--- src/core/sbc_pkg.sv ---
/*
  Constants for the standby and block power controller: register indices,
  field positions, write masks, reset values, timing counts and the mode type.
  Assumes a byte-wide register set whose indices sit on a word-wide bus.
*/
package sbc_pkg;
  // Register indices; the byte address on the bus is four times the index.
  localparam logic [15:0] IDX_KEY = 16'hF008;
  localparam logic [15:0] IDX_SBY = 16'hF009;
  localparam logic [15:0] IDX_SER = 16'hF02A;
  localparam logic [15:0] IDX_CONV = 16'hF02C;
  localparam logic [15:0] IDX_TMR = 16'hF02E;
  localparam logic [15:0] IDX_PWM = 16'hF02F;
  localparam logic [15:0] IDX_STAT = 16'hF030;
  localparam logic [15:0] IDX_CFG = 16'hF031;
  // Unlock codes, upper nibble only.
  localparam logic [3:0] KEY_FIRST = 4'h5;
  localparam logic [3:0] KEY_SECOND = 4'hA;
  // Standby control fields.
  localparam int BIT_HALT = 0;
  localparam int BIT_STOP = 1;
  // Block disable fields.
  localparam int BIT_UART0 = 2;
  localparam int BIT_SAR = 0;
  localparam int BIT_TMR_F = 7;
  localparam int BIT_TMR_E = 6;
  localparam int BIT_TMR_B = 3;
  localparam int BIT_TMR_A = 2;
  localparam int BIT_TMR_9 = 1;
  localparam int BIT_TMR_8 = 0;
  localparam int BIT_PWM = 0;
  localparam logic [7:0] MASK_SER = 8'h04;
  localparam logic [7:0] MASK_CONV = 8'h01;
  localparam logic [7:0] MASK_TMR = 8'hCF;
  localparam logic [7:0] MASK_PWM = 8'h01;
  localparam logic [7:0] RST_BLK = 8'h00;
  // Status and configuration fields.
  localparam int STAT_ARMED = 0;
  localparam int STAT_FIRST = 1;
  localparam int STAT_HALT = 2;
  localparam int STAT_STOP = 3;
  localparam int STAT_WAKE = 4;
  localparam int CFG_LOW_SPEED = 0;
  localparam logic CFG_RST = 1'b0;
  // Timing counts and the number of gated blocks.
  localparam logic [1:0] STOP_ENTRY_CYC = 2'h2;
  localparam int LS_WAKE_TICKS = 32;
  localparam int NUM_BLK = 9;
  // Operating modes.
  typedef enum logic [2:0] {
    MODE_RUN, MODE_STOP_PEND, MODE_HALT, MODE_STOP, MODE_WAKE
  } sbc_mode_t;
endpackage : sbc_pkg

--- src/core/sbc_blk_gate.sv ---
/*
  Reset, clock and write gating for one peripheral from its disable bit.
  Assumes the peripheral returns initial values while its reset is held.
*/
`timescale 1ns/10ps
module sbc_blk_gate (
  // Clock and reset.
  input wire logic clk_i,
  input wire logic rst_n_i,
  // Disable bit.
  input wire logic off_i,
  // Peripheral controls.
  output logic blk_rst_n_o,
  output logic clk_en_o,
  output logic wr_en_o
);
  typedef struct packed {
    logic rst_n;
    logic clk_en;
    logic wr_en;
  } sbc_gate_st_t;

  sbc_gate_st_t st;
  sbc_gate_st_t next_st;

  // All three follow the disable bit, so the peripheral sees one clean change.
  always_comb begin
    next_st.rst_n = !off_i;
    next_st.clk_en = !off_i;
    next_st.wr_en = !off_i;
  end

  // System reset holds the peripheral in reset as well.
  always_ff @(posedge clk_i or negedge rst_n_i) begin
    if (!rst_n_i) begin
      st <= '0;
    end else begin
      st <= next_st;
    end
  end

  assign blk_rst_n_o = st.rst_n;
  assign clk_en_o = st.clk_en;
  assign wr_en_o = st.wr_en;
endmodule : sbc_blk_gate

--- src/core/sbc_ctrl.sv ---
/*
  Standby and block power controller: run, HALT and STOP modes, the
  two-write stop unlock, wake-up handling and per-peripheral disables,
  reached as an AHB-Lite slave.
  Assumes one clock, inputs synchronous to it, irq_pending_i high whenever
  some interrupt has both enable and request set (whatever the master
  enable), and ls_tick_i pulsing once per low-speed clock period.
  hsize_i is ignored: every access is taken as one aligned word. The halt
  bit clears on the next rising edge, since the block uses one edge only.
*/
// Notes on behaviour
// The unlock key register is write-only and always reads zero.
// Unlock arms after a write with upper nibble 5 then one with A.
// Other activity between the two key writes does not break the sequence.
// Any other value after the first code discards it; restart needed.
// Writing the stop bit while armed moves the device into STOP.
// STOP stops both oscillators, halting the CPU and peripherals.
// Entering STOP disarms the unlock, so each STOP needs a new unlock.
// System reset leaves the unlock disarmed.
// Unlock cannot arm while any enabled interrupt request is pending.
// An enabled interrupt during STOP clears the stop bit and resumes run.
// Writing the halt bit enters HALT; CPU stops, peripherals run.
// Watchdog or enabled interrupt ends HALT and clears the halt bit.
// Standby bits: 00 run, 01 HALT, 10 STOP, 11 prohibited.
// HALT or STOP is refused while an enabled interrupt is pending.
// Wake with master enable clear releases without interrupt service; a watchdog HALT wake here still asks service.
// A set disable bit holds its peripheral in reset and stops its clock.
// While disabled, peripheral writes are blocked and reads give initials.
// Software clears the disable bit before using the peripheral.
// Serial disable bit 2 turns off the first UART; reset leaves it on.
// Converter disable bit 0 resets and switches off the SAR converter.
// Timer disable bits 7,6,3,2,1,0; bits 5 and 4 read zero.
// A HALT wake clears the halt bit at the next system clock.
// Low-speed STOP wake counts 32 low-speed ticks before release.
// STOP takes effect two cycles after the stop-bit write.
// Writing both standby bits at once leaves the mode unchanged.
`timescale 1ns/10ps
module sbc_ctrl #(
  parameter int LS_TICKS = sbc_pkg::LS_WAKE_TICKS
) (
  // Clock and reset.
  input wire logic ref_clk_i,
  input wire logic nrst_i,
  // AHB-Lite slave.
  input wire logic hsel_i,
  input wire logic [31:0] haddr_i,
  input wire logic [1:0] htrans_i,
  input wire logic hwrite_i,
  input wire logic [2:0] hsize_i,
  input wire logic [31:0] hwdata_i,
  input wire logic hready_i,
  output logic [31:0] hrdata_o,
  output logic hreadyout_o,
  output logic hresp_o,
  // Interrupt and clock status.
  input wire logic irq_pending_i,
  input wire logic wdt_irq_i,
  input wire logic master_irq_enable_i,
  input wire logic ls_tick_i,
  // Mode outputs.
  output logic cpu_halt_o,
  output logic osc_stop_o,
  output logic periph_clk_on_o,
  output logic wake_o,
  output logic irq_service_o,
  // Peripheral gating, index 0 UART0, 1 SAR, 2..7 timers 8,9,A,B,E,F, 8 PWM.
  output logic [sbc_pkg::NUM_BLK-1:0] blk_rst_n_o,
  output logic [sbc_pkg::NUM_BLK-1:0] blk_clk_en_o,
  output logic [sbc_pkg::NUM_BLK-1:0] blk_wr_en_o
);
  // Controller state other than the reset flops, wake counter and gates sits in one flop bank, filled by one comb block.
  typedef struct packed {
    logic ready;
    logic resp;
    logic dp_wr;
    logic [15:0] dp_idx;
    logic [31:0] rdata;
    logic first;
    logic armed;
    sbc_pkg::sbc_mode_t mode;
    logic [1:0] ent_cnt;
    logic [7:0] ser;
    logic [7:0] conv;
    logic [7:0] tmr;
    logic [7:0] pwm;
    logic cfg_ls;
    logic wake;
    logic svc;
    logic cpu_halt;
    logic osc_stop;
    logic clk_on;
  } sbc_core_st_t;

  sbc_core_st_t st;
  sbc_core_st_t next_st;
  logic [1:0] rst_q;
  logic rst_n;
  logic tick_start;
  logic tick_done;
  logic [sbc_pkg::NUM_BLK-1:0] off_vec;

  // The wake counter holds at most 256 ticks.
  if (LS_TICKS < 1 || LS_TICKS > 256) begin : g_bad
    $error("sbc_ctrl: LS_TICKS out of range");
  end

  // Reset is asserted at once and released through two flops.
  // Only the second flop feeds the design, so release never meets a metastable flop.
  always_ff @(posedge ref_clk_i or negedge nrst_i) begin
    if (!nrst_i) begin
      rst_q <= 2'h0;
    end else begin
      rst_q <= {rst_q[0], 1'b1};
    end
  end
  assign rst_n = rst_q[1];

  // Read view of a register after this cycle's write has been applied.
  // Status and config are local additions; only config bit zero is writable.
  function automatic logic [31:0] read_reg(input logic [15:0] idx,
                                           input sbc_core_st_t s);
    logic [31:0] d;
    d = 32'h0000_0000;
    if (idx == sbc_pkg::IDX_KEY) begin
      d = 32'h0000_0000;
    end else if (idx == sbc_pkg::IDX_SBY) begin
      d = 32'h0000_0000;
    end else if (idx == sbc_pkg::IDX_SER) begin
      d[7:0] = s.ser;
    end else if (idx == sbc_pkg::IDX_CONV) begin
      d[7:0] = s.conv;
    end else if (idx == sbc_pkg::IDX_TMR) begin
      d[7:0] = s.tmr;
    end else if (idx == sbc_pkg::IDX_PWM) begin
      d[7:0] = s.pwm;
    end else if (idx == sbc_pkg::IDX_STAT) begin
      d[sbc_pkg::STAT_ARMED] = s.armed;
      d[sbc_pkg::STAT_FIRST] = s.first;
      d[sbc_pkg::STAT_HALT] = (s.mode == sbc_pkg::MODE_HALT);
      d[sbc_pkg::STAT_STOP] = (s.mode == sbc_pkg::MODE_STOP) ||
                              (s.mode == sbc_pkg::MODE_STOP_PEND);
      d[sbc_pkg::STAT_WAKE] = (s.mode == sbc_pkg::MODE_WAKE);
    end else if (idx == sbc_pkg::IDX_CFG) begin
      d[sbc_pkg::CFG_LOW_SPEED] = s.cfg_ls;
    end
    return d;
  endfunction : read_reg

  // Bus side, unlock, standby writes and the mode machine.
  // Only the low byte of hwdata carries data; the upper bits are ignored.
  always_comb begin
    logic [7:0] wd;
    logic rel;
    wd = hwdata_i[7:0];
    rel = 1'b0;
    next_st = st;
    next_st.wake = 1'b0;
    next_st.svc = 1'b0;
    tick_start = 1'b0;

    // Data phase of a write: the address was captured one edge earlier.
    if (st.dp_wr) begin
      if (st.dp_idx == sbc_pkg::IDX_KEY) begin
        // Only the upper nibble of a key write counts; the lower one is free.
        if (wd[7:4] == sbc_pkg::KEY_FIRST) begin
          next_st.first = 1'b1;
        end else if (wd[7:4] == sbc_pkg::KEY_SECOND && st.first) begin
          next_st.first = 1'b0;
          next_st.armed = !irq_pending_i;
        end else begin
          next_st.first = 1'b0;
        end
      end else if (st.dp_idx == sbc_pkg::IDX_SBY) begin
        // Writes count only in run mode; MODE_STOP_PEND and the other modes ignore them.
        // A pending enabled interrupt would wake at once, so the request is dropped.
        if (st.mode == sbc_pkg::MODE_RUN && !irq_pending_i) begin
          case (wd[1:0])
            2'h1: begin
              next_st.mode = sbc_pkg::MODE_HALT;
            end
            2'h2: begin
              if (st.armed) begin
                next_st.mode = sbc_pkg::MODE_STOP_PEND;
                next_st.ent_cnt = sbc_pkg::STOP_ENTRY_CYC - 2'h1;
                // Disarming here lets a key write in the pending cycles arm
                // the next entry rather than being wiped by this one.
                next_st.armed = 1'b0;
                next_st.first = 1'b0;
              end
            end
            default: begin
              next_st.mode = st.mode;
            end
          endcase
        end
      end else if (st.dp_idx == sbc_pkg::IDX_SER) begin
        next_st.ser = wd & sbc_pkg::MASK_SER;
      end else if (st.dp_idx == sbc_pkg::IDX_CONV) begin
        next_st.conv = wd & sbc_pkg::MASK_CONV;
      end else if (st.dp_idx == sbc_pkg::IDX_TMR) begin
        next_st.tmr = wd & sbc_pkg::MASK_TMR;
      end else if (st.dp_idx == sbc_pkg::IDX_PWM) begin
        next_st.pwm = wd & sbc_pkg::MASK_PWM;
      end else if (st.dp_idx == sbc_pkg::IDX_CFG) begin
        next_st.cfg_ls = wd[sbc_pkg::CFG_LOW_SPEED];
      end
    end

    // Mode sequencing. Every wake leaves through run mode with a one-cycle
    // wake pulse; a masked interrupt still wakes the core but, unless it is the watchdog, asks no service.
    case (st.mode)
      sbc_pkg::MODE_STOP_PEND: begin
        // The CPU may still run a couple of instructions in these cycles.
        if (st.ent_cnt == 2'h0) begin
          next_st.mode = sbc_pkg::MODE_STOP;
        end else begin
          next_st.ent_cnt = st.ent_cnt - 2'h1;
        end
      end
      sbc_pkg::MODE_HALT: begin
        // A watchdog request ends HALT whether or not it is masked.
        if (wdt_irq_i || irq_pending_i) begin
          next_st.mode = sbc_pkg::MODE_RUN;
          next_st.svc = wdt_irq_i || master_irq_enable_i;
          rel = 1'b1;
        end
      end
      sbc_pkg::MODE_STOP: begin
        if (irq_pending_i) begin
          if (st.cfg_ls) begin
            next_st.mode = sbc_pkg::MODE_WAKE;
            tick_start = 1'b1;
          end else begin
            next_st.mode = sbc_pkg::MODE_RUN;
            next_st.svc = master_irq_enable_i;
            rel = 1'b1;
          end
        end
      end
      sbc_pkg::MODE_WAKE: begin
        // Peripherals stay unclocked until the low-speed count runs out.
        if (tick_done) begin
          next_st.mode = sbc_pkg::MODE_RUN;
          next_st.svc = master_irq_enable_i;
          rel = 1'b1;
        end
      end
      default: begin
        // Keep the entry count that this cycle's stop write has just loaded.
        if (next_st.mode != sbc_pkg::MODE_STOP_PEND) begin
          next_st.ent_cnt = 2'h0;
        end
      end
    endcase
    next_st.wake = rel;

    // Clock and CPU controls follow the next mode.
    next_st.cpu_halt = (next_st.mode != sbc_pkg::MODE_RUN) &&
                       (next_st.mode != sbc_pkg::MODE_STOP_PEND);
    next_st.osc_stop = (next_st.mode == sbc_pkg::MODE_STOP);
    next_st.clk_on = (next_st.mode != sbc_pkg::MODE_STOP) &&
                     (next_st.mode != sbc_pkg::MODE_WAKE);

    // Address phase: zero wait states, read data is ready in the data phase.
    // hreadyout never drops, so the master never has to wait on this block.
    next_st.ready = 1'b1;
    next_st.resp = 1'b0;
    next_st.dp_wr = 1'b0;
    if (hsel_i && htrans_i[1] && hready_i) begin
      next_st.dp_idx = (haddr_i[31:18] == 14'h0000) ? haddr_i[17:2] : 16'h0000;
      next_st.dp_wr = hwrite_i;
      if (!hwrite_i) begin
        next_st.rdata = read_reg(next_st.dp_idx, next_st);
      end
    end
  end

  // All control state; reset disarms the unlock and selects run mode.
  always_ff @(posedge ref_clk_i or negedge rst_n) begin
    if (!rst_n) begin
      st <= '0;
      st.ready <= 1'b1;
      st.mode <= sbc_pkg::MODE_RUN;
      st.ser <= sbc_pkg::RST_BLK;
      st.conv <= sbc_pkg::RST_BLK;
      st.tmr <= sbc_pkg::RST_BLK;
      st.pwm <= sbc_pkg::RST_BLK;
      st.cfg_ls <= sbc_pkg::CFG_RST;
      st.clk_on <= 1'b1;
    end else begin
      st <= next_st;
    end
  end

  // Low-speed wake counter.
  // It is only started from STOP with the low-speed option selected.
  sbc_tick_cnt #(
    .TICKS(LS_TICKS)
  ) u_wake_cnt (
    .clk_i(ref_clk_i),
    .rst_n_i(rst_n),
    .start_i(tick_start),
    .tick_i(ls_tick_i),
    .done_o(tick_done)
  );

  // Disable bits gathered in output order.
  // Reserved timer bits five and four never reach a gate.
  assign off_vec = {st.pwm[sbc_pkg::BIT_PWM],
                    st.tmr[sbc_pkg::BIT_TMR_F],
                    st.tmr[sbc_pkg::BIT_TMR_E],
                    st.tmr[sbc_pkg::BIT_TMR_B],
                    st.tmr[sbc_pkg::BIT_TMR_A],
                    st.tmr[sbc_pkg::BIT_TMR_9],
                    st.tmr[sbc_pkg::BIT_TMR_8],
                    st.conv[sbc_pkg::BIT_SAR],
                    st.ser[sbc_pkg::BIT_UART0]};

  // One gate per peripheral; a cleared bit releases it again.
  // Each gate adds one flop, so a peripheral follows its bit one edge later.
  for (genvar g = 0; g < sbc_pkg::NUM_BLK; g++) begin : g_blk
    sbc_blk_gate u_gate (
      .clk_i(ref_clk_i),
      .rst_n_i(rst_n),
      .off_i(off_vec[g]),
      .blk_rst_n_o(blk_rst_n_o[g]),
      .clk_en_o(blk_clk_en_o[g]),
      .wr_en_o(blk_wr_en_o[g])
    );
  end

  // Registered outputs.
  // Every output is a flop, so nothing downstream sees a decode glitch.
  assign hrdata_o = st.rdata;
  assign hreadyout_o = st.ready;
  assign hresp_o = st.resp;
  assign cpu_halt_o = st.cpu_halt;
  assign osc_stop_o = st.osc_stop;
  assign periph_clk_on_o = st.clk_on;
  assign wake_o = st.wake;
  assign irq_service_o = st.svc;
endmodule : sbc_ctrl

--- src/core/sbc_tick_cnt.sv ---
/*
  Counts a fixed number of low-speed clock ticks after a start pulse.
  Assumes tick_i is a one-cycle pulse synchronous to clk_i.
*/
`timescale 1ns/10ps
module sbc_tick_cnt #(
  parameter int TICKS = 32
) (
  // Clock and reset.
  input wire logic clk_i,
  input wire logic rst_n_i,
  // Control.
  input wire logic start_i,
  input wire logic tick_i,
  output logic done_o
);
  typedef struct packed {
    logic busy;
    logic [8:0] cnt;
    logic done;
  } sbc_tick_st_t;

  sbc_tick_st_t st;
  sbc_tick_st_t next_st;

  // The range stops at 256 ticks, although the nine-bit count field could count further.
  if (TICKS < 1 || TICKS > 256) begin : g_bad
    $error("sbc_tick_cnt: TICKS out of range");
  end

  // A start restarts the count; done pulses once on the last tick.
  always_comb begin
    next_st = st;
    next_st.done = 1'b0;
    if (start_i) begin
      next_st.busy = 1'b1;
      next_st.cnt = 9'h000;
    end else if (st.busy && tick_i) begin
      if (st.cnt == 9'(TICKS - 1)) begin
        next_st.busy = 1'b0;
        next_st.done = 1'b1;
      end else begin
        next_st.cnt = st.cnt + 9'h001;
      end
    end
  end

  always_ff @(posedge clk_i or negedge rst_n_i) begin
    if (!rst_n_i) begin
      st <= '0;
    end else begin
      st <= next_st;
    end
  end

  assign done_o = st.done;
endmodule : sbc_tick_cnt

--- config.mk ---
export PLATFORM = sky130hd
export DESIGN_NAME = sbc_ctrl
export DESIGN_NICKNAME = d
export VERILOG_FILES = /design/src/core/sbc_pkg.sv /design/src/core/sbc_blk_gate.sv /design/src/core/sbc_ctrl.sv /design/src/core/sbc_tick_cnt.sv
export SDC_FILE = /design/constraint.sdc
export NUM_CORES = 1
export LEC_CHECK = 0
export BUFFER_PORTS_ARGS = -buffer_cell sky130_fd_sc_hd__buf_2
export CAP_MARGIN = 20
export CORE_MARGIN = 4
export CORE_UTILIZATION = 53
export DETAILED_ROUTE_END_ITERATION = 16
export GPL_TIMING_DRIVEN = 0
export PLACE_DENSITY = 0.85
export SLEW_MARGIN = 20
export SYNTH_ARGS = -nofsm -noshare
export SYNTH_HDL_FRONTEND = slang
export SYNTH_SLANG_ARGS = --single-unit
export TNS_END_PERCENT = 1
--- constraint.sdc ---
create_clock -name ref_clk_i -period 4.69 [get_ports ref_clk_i]
set_input_delay 1.1725 -clock ref_clk_i [delete_from_list [all_inputs] [get_ports ref_clk_i]]
set_output_delay 1.1725 -clock ref_clk_i [all_outputs]
set_load 0.03 [all_outputs]
Yosys cells after proc, flatten, opt, wreduce, memory -nomap -nowiden
Index checks and enable logic that the tools add are counted.

cells by class
  $add $sub $neg = 2
  $mul = 0
  div/mod/pow operators = 0
  $lt $le $gt $ge = 0
  eq/ne operators = 33
  shift-type cells = 0
  multiplexer cells = 63
  bitwise logic cells = 1
  reductions and logical operators = 30

operator list
  operator                                                                count
  16-bit equality test (second input constant)                            15
  8-bit 2-to-1 mux                                                        9
  49-bit 2-to-1 mux                                                       1
  40-bit 2-to-1 mux                                                       1
  38-bit 2-to-1 mux                                                       1
  33-bit 2-to-1 mux                                                       1
  32-bit 2-to-1 mux                                                       1
  25-bit 2-to-1 mux                                                       1
  1-bit 2-to-1 mux                                                        21
  7-bit 2-to-1 mux                                                        3
  3-bit 2-to-1 mux                                                        6
  9-bit 2-to-1 mux                                                        2
  17-bit 2-to-1 mux                                                       1
  16-bit 2-to-1 mux                                                       1
  14-bit logical NOT                                                      1
  3-bit by 2-bit equality test with 1-bit output (second input constant)  4
  3-bit one-hot mux with 4 select lines                                   1
  11-bit 2-to-1 mux                                                       1
  1-bit logical NOT                                                       10
  10-bit 2-to-1 mux                                                       1
  2-bit 2-to-1 mux                                                        5
  9-bit by 1-bit adder with 9-bit output (second input constant)          1
  9-bit by 5-bit equality test with 1-bit output (second input constant)  1
  1-bit logical AND                                                       7
  other kinds (24)                                                        33

storage, ports and cells
  flip-flop bits (word level) = 116
  bits in latches = 0
  memory bits (writable) = 0
  bits in read-only memories = 0
  bits of input ports = 78
  output and inout port bits = 66
  memories = 0

Depth between registers and ports, before layout
Gate-level depths: netlist of the first run.

  word-level depth = 22
  gate-level depth with buffers = 9
  mapped depth without buffers = 9

By module
From an unflattened synthesis of the first run, not the netlist that was laid out.

second synthesis, totals
  cells, all modules = 477
  area total of the unflattened synthesis = 4,803.4 µm²

modules (own cells, without submodules)
  module        times used  cells an instance  area an instance (µm²)  seq. area each (µm²)
  sbc_ctrl      1           388                3,829.9                 1,803.0
  sbc_tick_cnt  1           53                 579.3                   275.3
  sbc_blk_gate  9           4                  43.8                    25.0

Least setup slack after synthesis of the first run
OpenSTA, ideal clock, no wires.

  kind = input port to flip-flop
  start point = input haddr_i[26]
  end point = register st, in the netlist hrdata_o[1]
  library setup time = 0.134 ns
  arrival = 2.626 ns
  required time = 4.556 ns
  setup slack = 1.930 ns
  stages = 7
  cells stage by stage = nor4_1 -> and4_1 -> clkbuf_1 -> nand4_1 -> a2111o_1 -> o221ai_1 -> o211ai_1

on the way
  word-level cells in the longest chain between the ends = 10

RTL lines
  item                    line             RTL
  start: declaration      sbc_ctrl.sv:46   input wire logic [31:0] haddr_i,
  14-bit logical NOT *    sbc_ctrl.sv:270  next_st.dp_idx = (haddr_i[31:18] == 14'h0000) ? haddr_i[17:2] : 16'h0000;
  16-bit 2-to-1 mux *     sbc_ctrl.sv:270
  16-bit equality test    sbc_ctrl.sv:136  end else if (idx == sbc_pkg::IDX_STAT) begin
  4-bit 2-to-1 mux        sbc_ctrl.sv:136
  5-bit 2-to-1 mux        sbc_ctrl.sv:134  end else if (idx == sbc_pkg::IDX_PWM) begin
  8-bit 2-to-1 mux        sbc_ctrl.sv:132  end else if (idx == sbc_pkg::IDX_TMR) begin
  8-bit 2-to-1 mux        sbc_ctrl.sv:130  end else if (idx == sbc_pkg::IDX_CONV) begin
  8-bit 2-to-1 mux        sbc_ctrl.sv:128  end else if (idx == sbc_pkg::IDX_SER) begin
  8-bit 2-to-1 mux        sbc_ctrl.sv:126  end else if (idx == sbc_pkg::IDX_SBY) begin
  8-bit 2-to-1 mux *      sbc_ctrl.sv:124  if (idx == sbc_pkg::IDX_KEY) begin
  end signal: assignment  sbc_ctrl.sv:291  st <= next_st;
  end: declaration        sbc_ctrl.sv:94   sbc_core_st_t st;

Mark *: on every way between the ends. The rest lies on a longest branch, timed or not.
A chain may end at the register's enable or synchronous reset.

Worst setup path after layout of the first run
  start point = input haddr_i[13]
  end point = register st, in the netlist hrdata_o[4]

on the way
  word-level cells in the longest chain between the ends = 9

RTL lines
  item                  line
  16-bit 2-to-1 mux *   sbc_ctrl.sv:270
  16-bit equality test  sbc_ctrl.sv:136
  4-bit 2-to-1 mux      sbc_ctrl.sv:136
  5-bit 2-to-1 mux      sbc_ctrl.sv:134
  8-bit 2-to-1 mux      sbc_ctrl.sv:132
  8-bit 2-to-1 mux      sbc_ctrl.sv:130
  8-bit 2-to-1 mux      sbc_ctrl.sv:128
  8-bit 2-to-1 mux      sbc_ctrl.sv:126
  8-bit 2-to-1 mux *    sbc_ctrl.sv:124

Marked as above.

==> results of run 1 <==
layout make-up:
type / instances / share of cell area, %
inverters: 21 / 1.38
well taps: 108 / 2.37
multi-input cells: 295 / 34.9
flip-flops and latches: 92 / 40.4
repair buffers: 85 / 7.71
clock inverters: 6 / 1.66
plain buffers: 74 / 9.22
clock buffers: 10 / 2.41
worst min path at each step:
stage / endpoint / cells after the start
final: rst_q[1] / 0
after floorplan: rst_q[1] / 0
after global placement: rst_q[1] / 0
after CTS: rst_q[1] / 0
after global routing: rst_q[1] / 0
after detailed placement: rst_q[1] / 0
flip-flops by register name, indices dropped and copies added (netlist names):
| name | flops |
|---|---|
| g_blk.u_gate.clk_en_o | 9 |
| off_vec | 9 |
| u_wake_cnt.done_o | 1 |
| irq_service_o | 1 |
| st | 48 |
| osc_stop_o | 1 |
| rst_q | 2 |
| hrdata_o | 8 |
| cpu_halt_o | 1 |
| wake_o | 1 |
| periph_clk_on_o | 1 |
| u_wake_cnt.st | 10 |
kinds of logic (layout without fill, tap and decap cells):
kind of cell | Yosys count | in the layout
and+or+nand+nor | 166 | 166
buffers and inverters | 95 | 196
DFF | 92 | 92
AOI/OAI and AO/OA | 78 | 78
muxes | 13 | 13
xor gates and xnor gates | 7 | 7
adders and majority gates | 4 | 4
other | 2 | 27
layer usage:
metal	track usage, %	share of wire (%)	routed length, um	vias up
li1	-	-	-	1762
met1	28.4	42	4610	1775
met2	35.0	49	5300	138
met3	4.49	6.8	737	35
met4	7.77	2.5	275	0
met5	0	0	0	-
cells in the final DEF, fill, tap and decap left out, types with 9 or more instances in the layout:
master,netlist,routed
sky130_fd_sc_hd__o21ai_0,13,13
sky130_fd_sc_hd__clkbuf_8,0,10
sky130_fd_sc_hd__buf_4,62,62
sky130_fd_sc_hd__nor2b_1,14,14
sky130_fd_sc_hd__clkbuf_1,9,9
sky130_fd_sc_hd__nor4_1,9,9
sky130_fd_sc_hd__nor3_1,9,9
sky130_fd_sc_hd__nor2_1,37,37
sky130_fd_sc_hd__buf_2,0,84
sky130_fd_sc_hd__nand3_1,13,13
sky130_fd_sc_hd__nand2_1,17,17
sky130_fd_sc_hd__conb_1,2,27
sky130_fd_sc_hd__inv_1,21,21
sky130_fd_sc_hd__dfrtp_1,91,90
sky130_fd_sc_hd__a22o_1,17,17
synthesized netlist by cell type, types with 3 or more instances:
cell type / n
sky130_fd_sc_hd__a221oi_1: 3
sky130_fd_sc_hd__nor4_4: 3
sky130_fd_sc_hd__ha_1: 4
sky130_fd_sc_hd__nor2b_1: 14
sky130_fd_sc_hd__o21ai_0: 13
sky130_fd_sc_hd__and2_1: 3
sky130_fd_sc_hd__clkbuf_1: 9
sky130_fd_sc_hd__o21ai_1: 4
sky130_fd_sc_hd__a21oi_1: 8
sky130_fd_sc_hd__a22o_1: 17
sky130_fd_sc_hd__nand3_1: 13
sky130_fd_sc_hd__nand4_1: 8
sky130_fd_sc_hd__a211oi_1: 6
sky130_fd_sc_hd__dfrtp_1: 91
sky130_fd_sc_hd__nor2_1: 37
sky130_fd_sc_hd__nor4b_4: 3
sky130_fd_sc_hd__xor2_1: 6
sky130_fd_sc_hd__nand2b_1: 7
sky130_fd_sc_hd__inv_1: 21
sky130_fd_sc_hd__nand2_1: 17
sky130_fd_sc_hd__mux2i_1: 8
sky130_fd_sc_hd__and3_1: 6
sky130_fd_sc_hd__nor4b_1: 3
sky130_fd_sc_hd__and2b_1: 7
sky130_fd_sc_hd__mux2_2: 4
sky130_fd_sc_hd__buf_4: 62
sky130_fd_sc_hd__and2b_2: 6
sky130_fd_sc_hd__nor3_1: 9
sky130_fd_sc_hd__nor4_1: 9
sky130_fd_sc_hd__a22oi_1: 5
sky130_fd_sc_hd__a31o_2: 3
stage by stage:
stage,hold slack [ns],area [um^2],total power [mW]
finish,0.359,5710,1.74
global route,0.363,5710,1.81
floorplan,0.331,4900,1.07
global placement,0.336,5460,1.12
CTS,0.361,5710,1.74
detailed placement,0.340,5480,1.14
power by group:
group          switching, mW  total (mW)  internal [mW]
Sequential            0.0495       0.889          0.839
Clock                  0.293       0.613          0.321
Combinational          0.137       0.233         0.0966
==> flow_summary.json, run 1 <==
{
  "result_of_the_run": "complete, no violations",
  "multi_input_gate_area_in_the_final_layout_um2": 1990,
  "instances_no_fill": 691,
  "post-route-min-period_ns": 3.07,
  "port_buffers": 84,
  "p_leak_nw": 2.83,
  "cts_hold_buf": 0,
  "hold_violations": 0,
  "route.vias.total": 3710,
  "ir_worst_vdd_uv": 165,
  "max_stage_delay_ns": 0.50,
  "drc_errors": 0,
  "clock_tree.htree_level_count": 3,
  "hp-class": "reg -> reg",
  "regArea_um2": 2310,
  "yosys-top-cells-area": "sky130_fd_sc_hd__dfrtp_1 (47%), sky130_fd_sc_hd__buf_4 (9.7%), sky130_fd_sc_hd__a22o_1 (3.1%), sky130_fd_sc_hd__nor2_1 (2.9%), sky130_fd_sc_hd__nor2b_1 (1.8%)",
  "critical_path.max_fanout": 7,
  "critical_path_required_ns": 4.97,
  "cts_tree": "yes",
  "setup_repair_after_global_routing_missed_its_margin": "no",
  "endpoint_kind": "register",
  "startpoint_class_of_the_critical_path": "input pin",
  "worst_r2r_path_depth": 7,
  "postCtsResizedCells": 0,
  "async_reset_ff_share_pct": 100,
  "post-cts-setup-buffer-count": 0,
  "timing.reg2reg.setup_slack_ns": 1.94,
  "rows": 34,
  "criticalPathCategory": "in -> reg",
  "worst_path_max_delay_cell": "sky130_fd_sc_hd__nor4_1",
  "synthSimpleGateAreaFrac_pct": 22.3,
  "cts_inserted_buffers": 9,
  "gp_congestion": 0.940,
  "layout-area-overhead-vs-synth_pct": 18.8,
  "slew_violations": 0,
  "timing.final.ws_setup_ns": 1.62,
  "totalWireLength_um": 10900,
  "yosys_warnings": 0,
  "clk-insertion-delay-late_ns": 0.36,
  "grt_max_degree": 53,
  "netlist-cell-type-count": 67,
  "timing.critical_path.arrival_ns": 3.36,
  "critical_path_buf_inv_count": 1,
  "synth-main-ff-cell": "sky130_fd_sc_hd__dfrtp_1",
  "drt_iter0_drc": 140,
  "setup_viol_count_final": 0,
  "synth.largest_area_cell": "sky130_fd_sc_hd__dfrtp_1",
  "total_global_routing_track_utilization_pct": 21.4,
  "worstReg2RegEnd": "hrdata_o[7]",
  "transition_time_at_the_pin_with_the_least_slew_margin_ns": 0.744,
  "final_worst_path_period_share_pct": 65.5,
  "path_cells": "buf_2, nor4_1, nor4b_4, nand3_1, nor2_1, nand2_1, and4_1, o21ai_1",
  "io_pins": 144,
  "detail-route-antenna-nets": 0,
  "synthesis.instances": 457,
  "initial_core_util_pct": 54.9,
  "antenna_cells": 0,
  "grt_pass1_vias": 3660,
  "floorplan.core_area_um2": 8760,
  "antenna_found_initial": 0,
  "number_of_synthesized_flops_with_an_enable_pin": 0,
  "grt_overflow_total": 0,
  "path_length_in_cells_of_the_critical_path": 8,
  "sequential_fraction_of_the_synthesis_area_pct": 47.9,
  "die_h_um": 103,
  "worst_path_dominant_cell_family": "simple AND/OR/NAND/NOR gates",
  "seq_cells_post_synth": 92,
  "clock_sink_count": 92,
  "min-delay-start": "rst_q[0]",
  "synth.avg_cell_area_um2": 10.5,
  "endpoint_of_the_worst_setup_timing_path": "hrdata_o[4]",
  "die_width_um": 103,
  "layout.core_utilization_pct": 65.2,
  "drv.max_cap_violation_count": 0,
  "design.final.nets": 660,
  "clock_tree.buffer_depth": 2,
  "dieArea_um2": 10700,
  "dp_cells": 675,
  "max_slew_margin_pct": 50.0,
  "path_clk_slew_ns": 0.09,
  "mappedNetlistArea_um2": 4810,
  "viasPerCell": 5.37,
  "tns_ns": 0,
  "post-dp-hpwl_um": 8430,
  "cts-root-buf": "sky130_fd_sc_hd__clkbuf_8",
  "place_worst_setup_slack_ns": 1.26,
  "clock.fmax_mhz": 325,
  "setup.worst_path.start": "haddr_i[13]",
  "yosys-mux-area-fraction_pct": 2.92,
  "drive_above_1_share_pct": 34.3,
  "timing.rr.start": "st[88]",
  "grt_first_pass_wirelength_um": 17700,
  "synth-xor-area-share_pct": 1.28,
  "main_combinational_cell_family_by_area_after_synthesis": "simple AND/OR/NAND/NOR gates",
  "power.density_nw_per_um2": 304,
  "final.fill_count": 715,
  "yosys.area_share.adder_pct": 1.04,
  "avgRoutedWirePerCell_um": 15.8,
  "synthesized_area_fraction_occupied_by_ao_oa_aoi_and_oai_cells_pct": 11.8,
  "worst_clock_skew_ns": 0.0124,
  "yosys.area.top_type_share_pct": 47.4,
  "1st_pass_router_iterations": 4
}
(Power assumes the default switching activity.)
==> inputs of run 2 (changes only) <==
--- a/config.mk
+++ b/config.mk
@@ -8,10 +8,10 @@
 export BUFFER_PORTS_ARGS = -buffer_cell sky130_fd_sc_hd__buf_2
 export CAP_MARGIN = 20
 export CORE_MARGIN = 4
-export CORE_UTILIZATION = 53
+export CORE_UTILIZATION = 52
 export DETAILED_ROUTE_END_ITERATION = 16
 export GPL_TIMING_DRIVEN = 0
-export PLACE_DENSITY = 0.85
+export PLACE_DENSITY = 0.83
 export SLEW_MARGIN = 20
 export SYNTH_ARGS = -nofsm -noshare
 export SYNTH_HDL_FRONTEND = slang
==> constraint.sdc (replaced) <==
create_clock -name ref_clk_i -period 3.05 [get_ports ref_clk_i]
set_input_delay 0.7625 -clock ref_clk_i [delete_from_list [all_inputs] [get_ports ref_clk_i]]
set_output_delay 0.7625 -clock ref_clk_i [all_outputs]
set_load 0.03 [all_outputs]
==> run 2 against run 1 <==
Compared with the run above: critical path depth decreased by 1; cell count unchanged; die area increased by 1.8%; worst setup slack got worse by 1.3 ns; register-to-register slack got worse by 1.6 ns; cell area about the same; sequential power increased by 53%; clock skew decreased by 0.0046 ns; critical path type is now reg -> reg; critical endpoint is now hrdata_o[6]; highest routed layer unchanged.
==> flow_summary.json, run 2 (synthesis gave the netlist of run 1 again) <==
{
  "drv.max_cap_violation_count": 0,
  "post_route_cell_area_um2": 5710,
  "worst_clock_skew_ns": 0.00788,
  "initial_core_util_pct": 54.3,
  "port_buffers": 84,
  "floorplan.core_area_um2": 8850,
  "layout-area-overhead-vs-synth_pct": 18.8,
  "tns_ns": 0,
  "clock_tree.htree_level_count": 3,
  "io_pins": 144,
  "1st_pass_router_iterations": 5,
  "power.density_nw_per_um2": 463,
  "placedInstanceArea_um2": 5490,
  "grt-busiest-layer": "met2",
  "path_clk_slew_ns": 0.10,
  "die_width_um": 104,
  "grt_overflow_total": 0,
  "post-dp-hpwl_um": 8080,
  "post-route-min-period_ns": 2.71,
  "drc_errors": 0,
  "postCtsResizedCells": 0,
  "drive_above_1_share_pct": 34.1,
  "max_slew_margin_pct": 50.6,
  "timing.critical_path.arrival_ns": 2.96,
  "design.final.nets": 660,
  "clk-insertion-delay-late_ns": 0.36,
  "totalWireLength_um": 10800,
  "hold_violations": 0,
  "instances_no_fill": 691,
  "power_mw": 2.64,
  "gr-usage-met1_pct": 27.8,
  "antenna_cells": 0,
  "groute.layer.met2.usage_pct": 32.3,
  "setup_viol_count_final": 0,
  "worst_path_max_delay_cell": "sky130_fd_sc_hd__nor4_4",
  "grt_pass1_vias": 3779,
  "startpoint_class_of_the_critical_path": "register",
  "slew_violations": 0,
  "total_global_routing_track_utilization_pct": 20.5,
  "grt_max_degree": 61,
  "cts-root-buf": "sky130_fd_sc_hd__clkbuf_8",
  "drt_iter0_drc": 264,
  "most_common_cell_after_layout_fill_and_taps_aside": "sky130_fd_sc_hd__dfrtp_1",
  "clock_sink_count": 92,
  "post-cts-setup-buffer-count": 0,
  "dp_cells": 675,
  "critical_path_required_ns": 3.30,
  "path_cells": "nor4b_4, nand2_4, nor4_4, mux2_4, and2b_1, a221o_1, a31o_1",
  "endpoint_kind": "register",
  "die_h_um": 104,
  "cts_tree": "yes",
  "dieArea_um2": 10800,
  "most_used_cells_in_the_layout_excluding_fill_and_tap_cells": "sky130_fd_sc_hd__dfrtp_1 (90), sky130_fd_sc_hd__buf_2 (84), sky130_fd_sc_hd__buf_4 (62), sky130_fd_sc_hd__nor2_1 (37), sky130_fd_sc_hd__conb_1 (27)",
  "detail-route-antenna-nets": 0,
  "viasPerCell": 5.47,
  "final_worst_path_period_share_pct": 88.9,
  "layout.core_utilization_pct": 64.5,
  "cts_inserted_buffers": 9,
  "avgRoutedWirePerCell_um": 15.7,
  "rows": 34,
  "clock_tree.buffer_depth": 2,
  "antenna_found_initial": 0,
  "registers.top_by_ff_count": "st",
  "max_stage_delay_ns": 0.58,
  "result_of_the_run": "complete, no violations",
  "transition_time_at_the_pin_with_the_least_slew_margin_ns": 0.736,
  "critical_path.max_fanout": 9,
  "clock.fmax_mhz": 369,
  "p_leak_nw": 2.82,
  "hp-class": "in -> async",
  "largest_register_ffs": 48,
  "gp_congestion": 0.933,
  "setup_repair_after_global_routing_missed_its_margin": "no",
  "criticalPathCategory": "reg -> reg",
  "cts_hold_buf": 0,
  "reg_top3": "st x48, u_wake_cnt.st x10",
  "met3_routing_resource_usage_after_global_routing_pct": 5.09,
  "route.vias.total": 3780,
  "grt_first_pass_wirelength_um": 18300,
  "ir_worst_vdd_uv": 306
}
[run 2: cell count changes in the layout (fill, tap and decap cells not counted), sizes merged]
cell and change:
clkinv -1, clkinvlp +1
[run 2: critical path: cells and delay by family, from the launching register on]
kind	cells	cell delay (ns)
flip-flops	1	0.44
AND/OR/NAND/NOR	4	1.28
multiplexers	1	0.39
AO/OA/AOI/OAI	2	0.49
[run 2: metal layers]
| metal | wire [um] | vias up |
|---|---|---|
| li1 | - | 1761 |
| met2 | 5100 | 188 |
| met1 | 4560 | 1795 |
| met5 | 0 | - |
| met3 | 900 | 36 |
| met4 | 284 | 0 |
[run 2: area by class of cell]
class                           instances  area (um^2)
Buffer                                 74          527
Clock buffer                           10          128
Clock inverter                          6         93.8
Fill cell                             721         3140
Inverter                               21         78.8
Multi-Input combinational cell        295         1990
Sequential cell                        92         2310
Tap cell                              108          135
Timing Repair Buffer                   85          448
[run 2: report_power, final]
group	total (mW)	internal, mW	switching (mW)
registers	1.36	1.29	0.0694
logic	0.367	0.150	0.217
clock network	0.916	0.470	0.446
[run 2: metrics by stage]
stage          worst slack (ns)  hold WS, ns
6_report                  0.339        0.176
5_1_grt                   0.144        0.163
4_1_cts                   0.358        0.171
3_5_place_dp            -0.0210        0.282
3_3_place_gp             -0.621        0.338
2_1_floorplan             0.299        0.331
[run 2: final timing paths]
kind,start,end,slack (ns),cells after the start
setup / recovery,st[88],hrdata_o[6],0.34,7
hold / removal,nrst_i,rst_q[1],0.18,1
setup reg to reg,st[88],hrdata_o[6],0.34,7
hold reg to reg,rst_q[1],st[11],0.27,0
max in group asynchronous,rst_q[1],st[92],2.16,1
min in group ref_clk_i,rst_q[0],rst_q[1],0.36,0
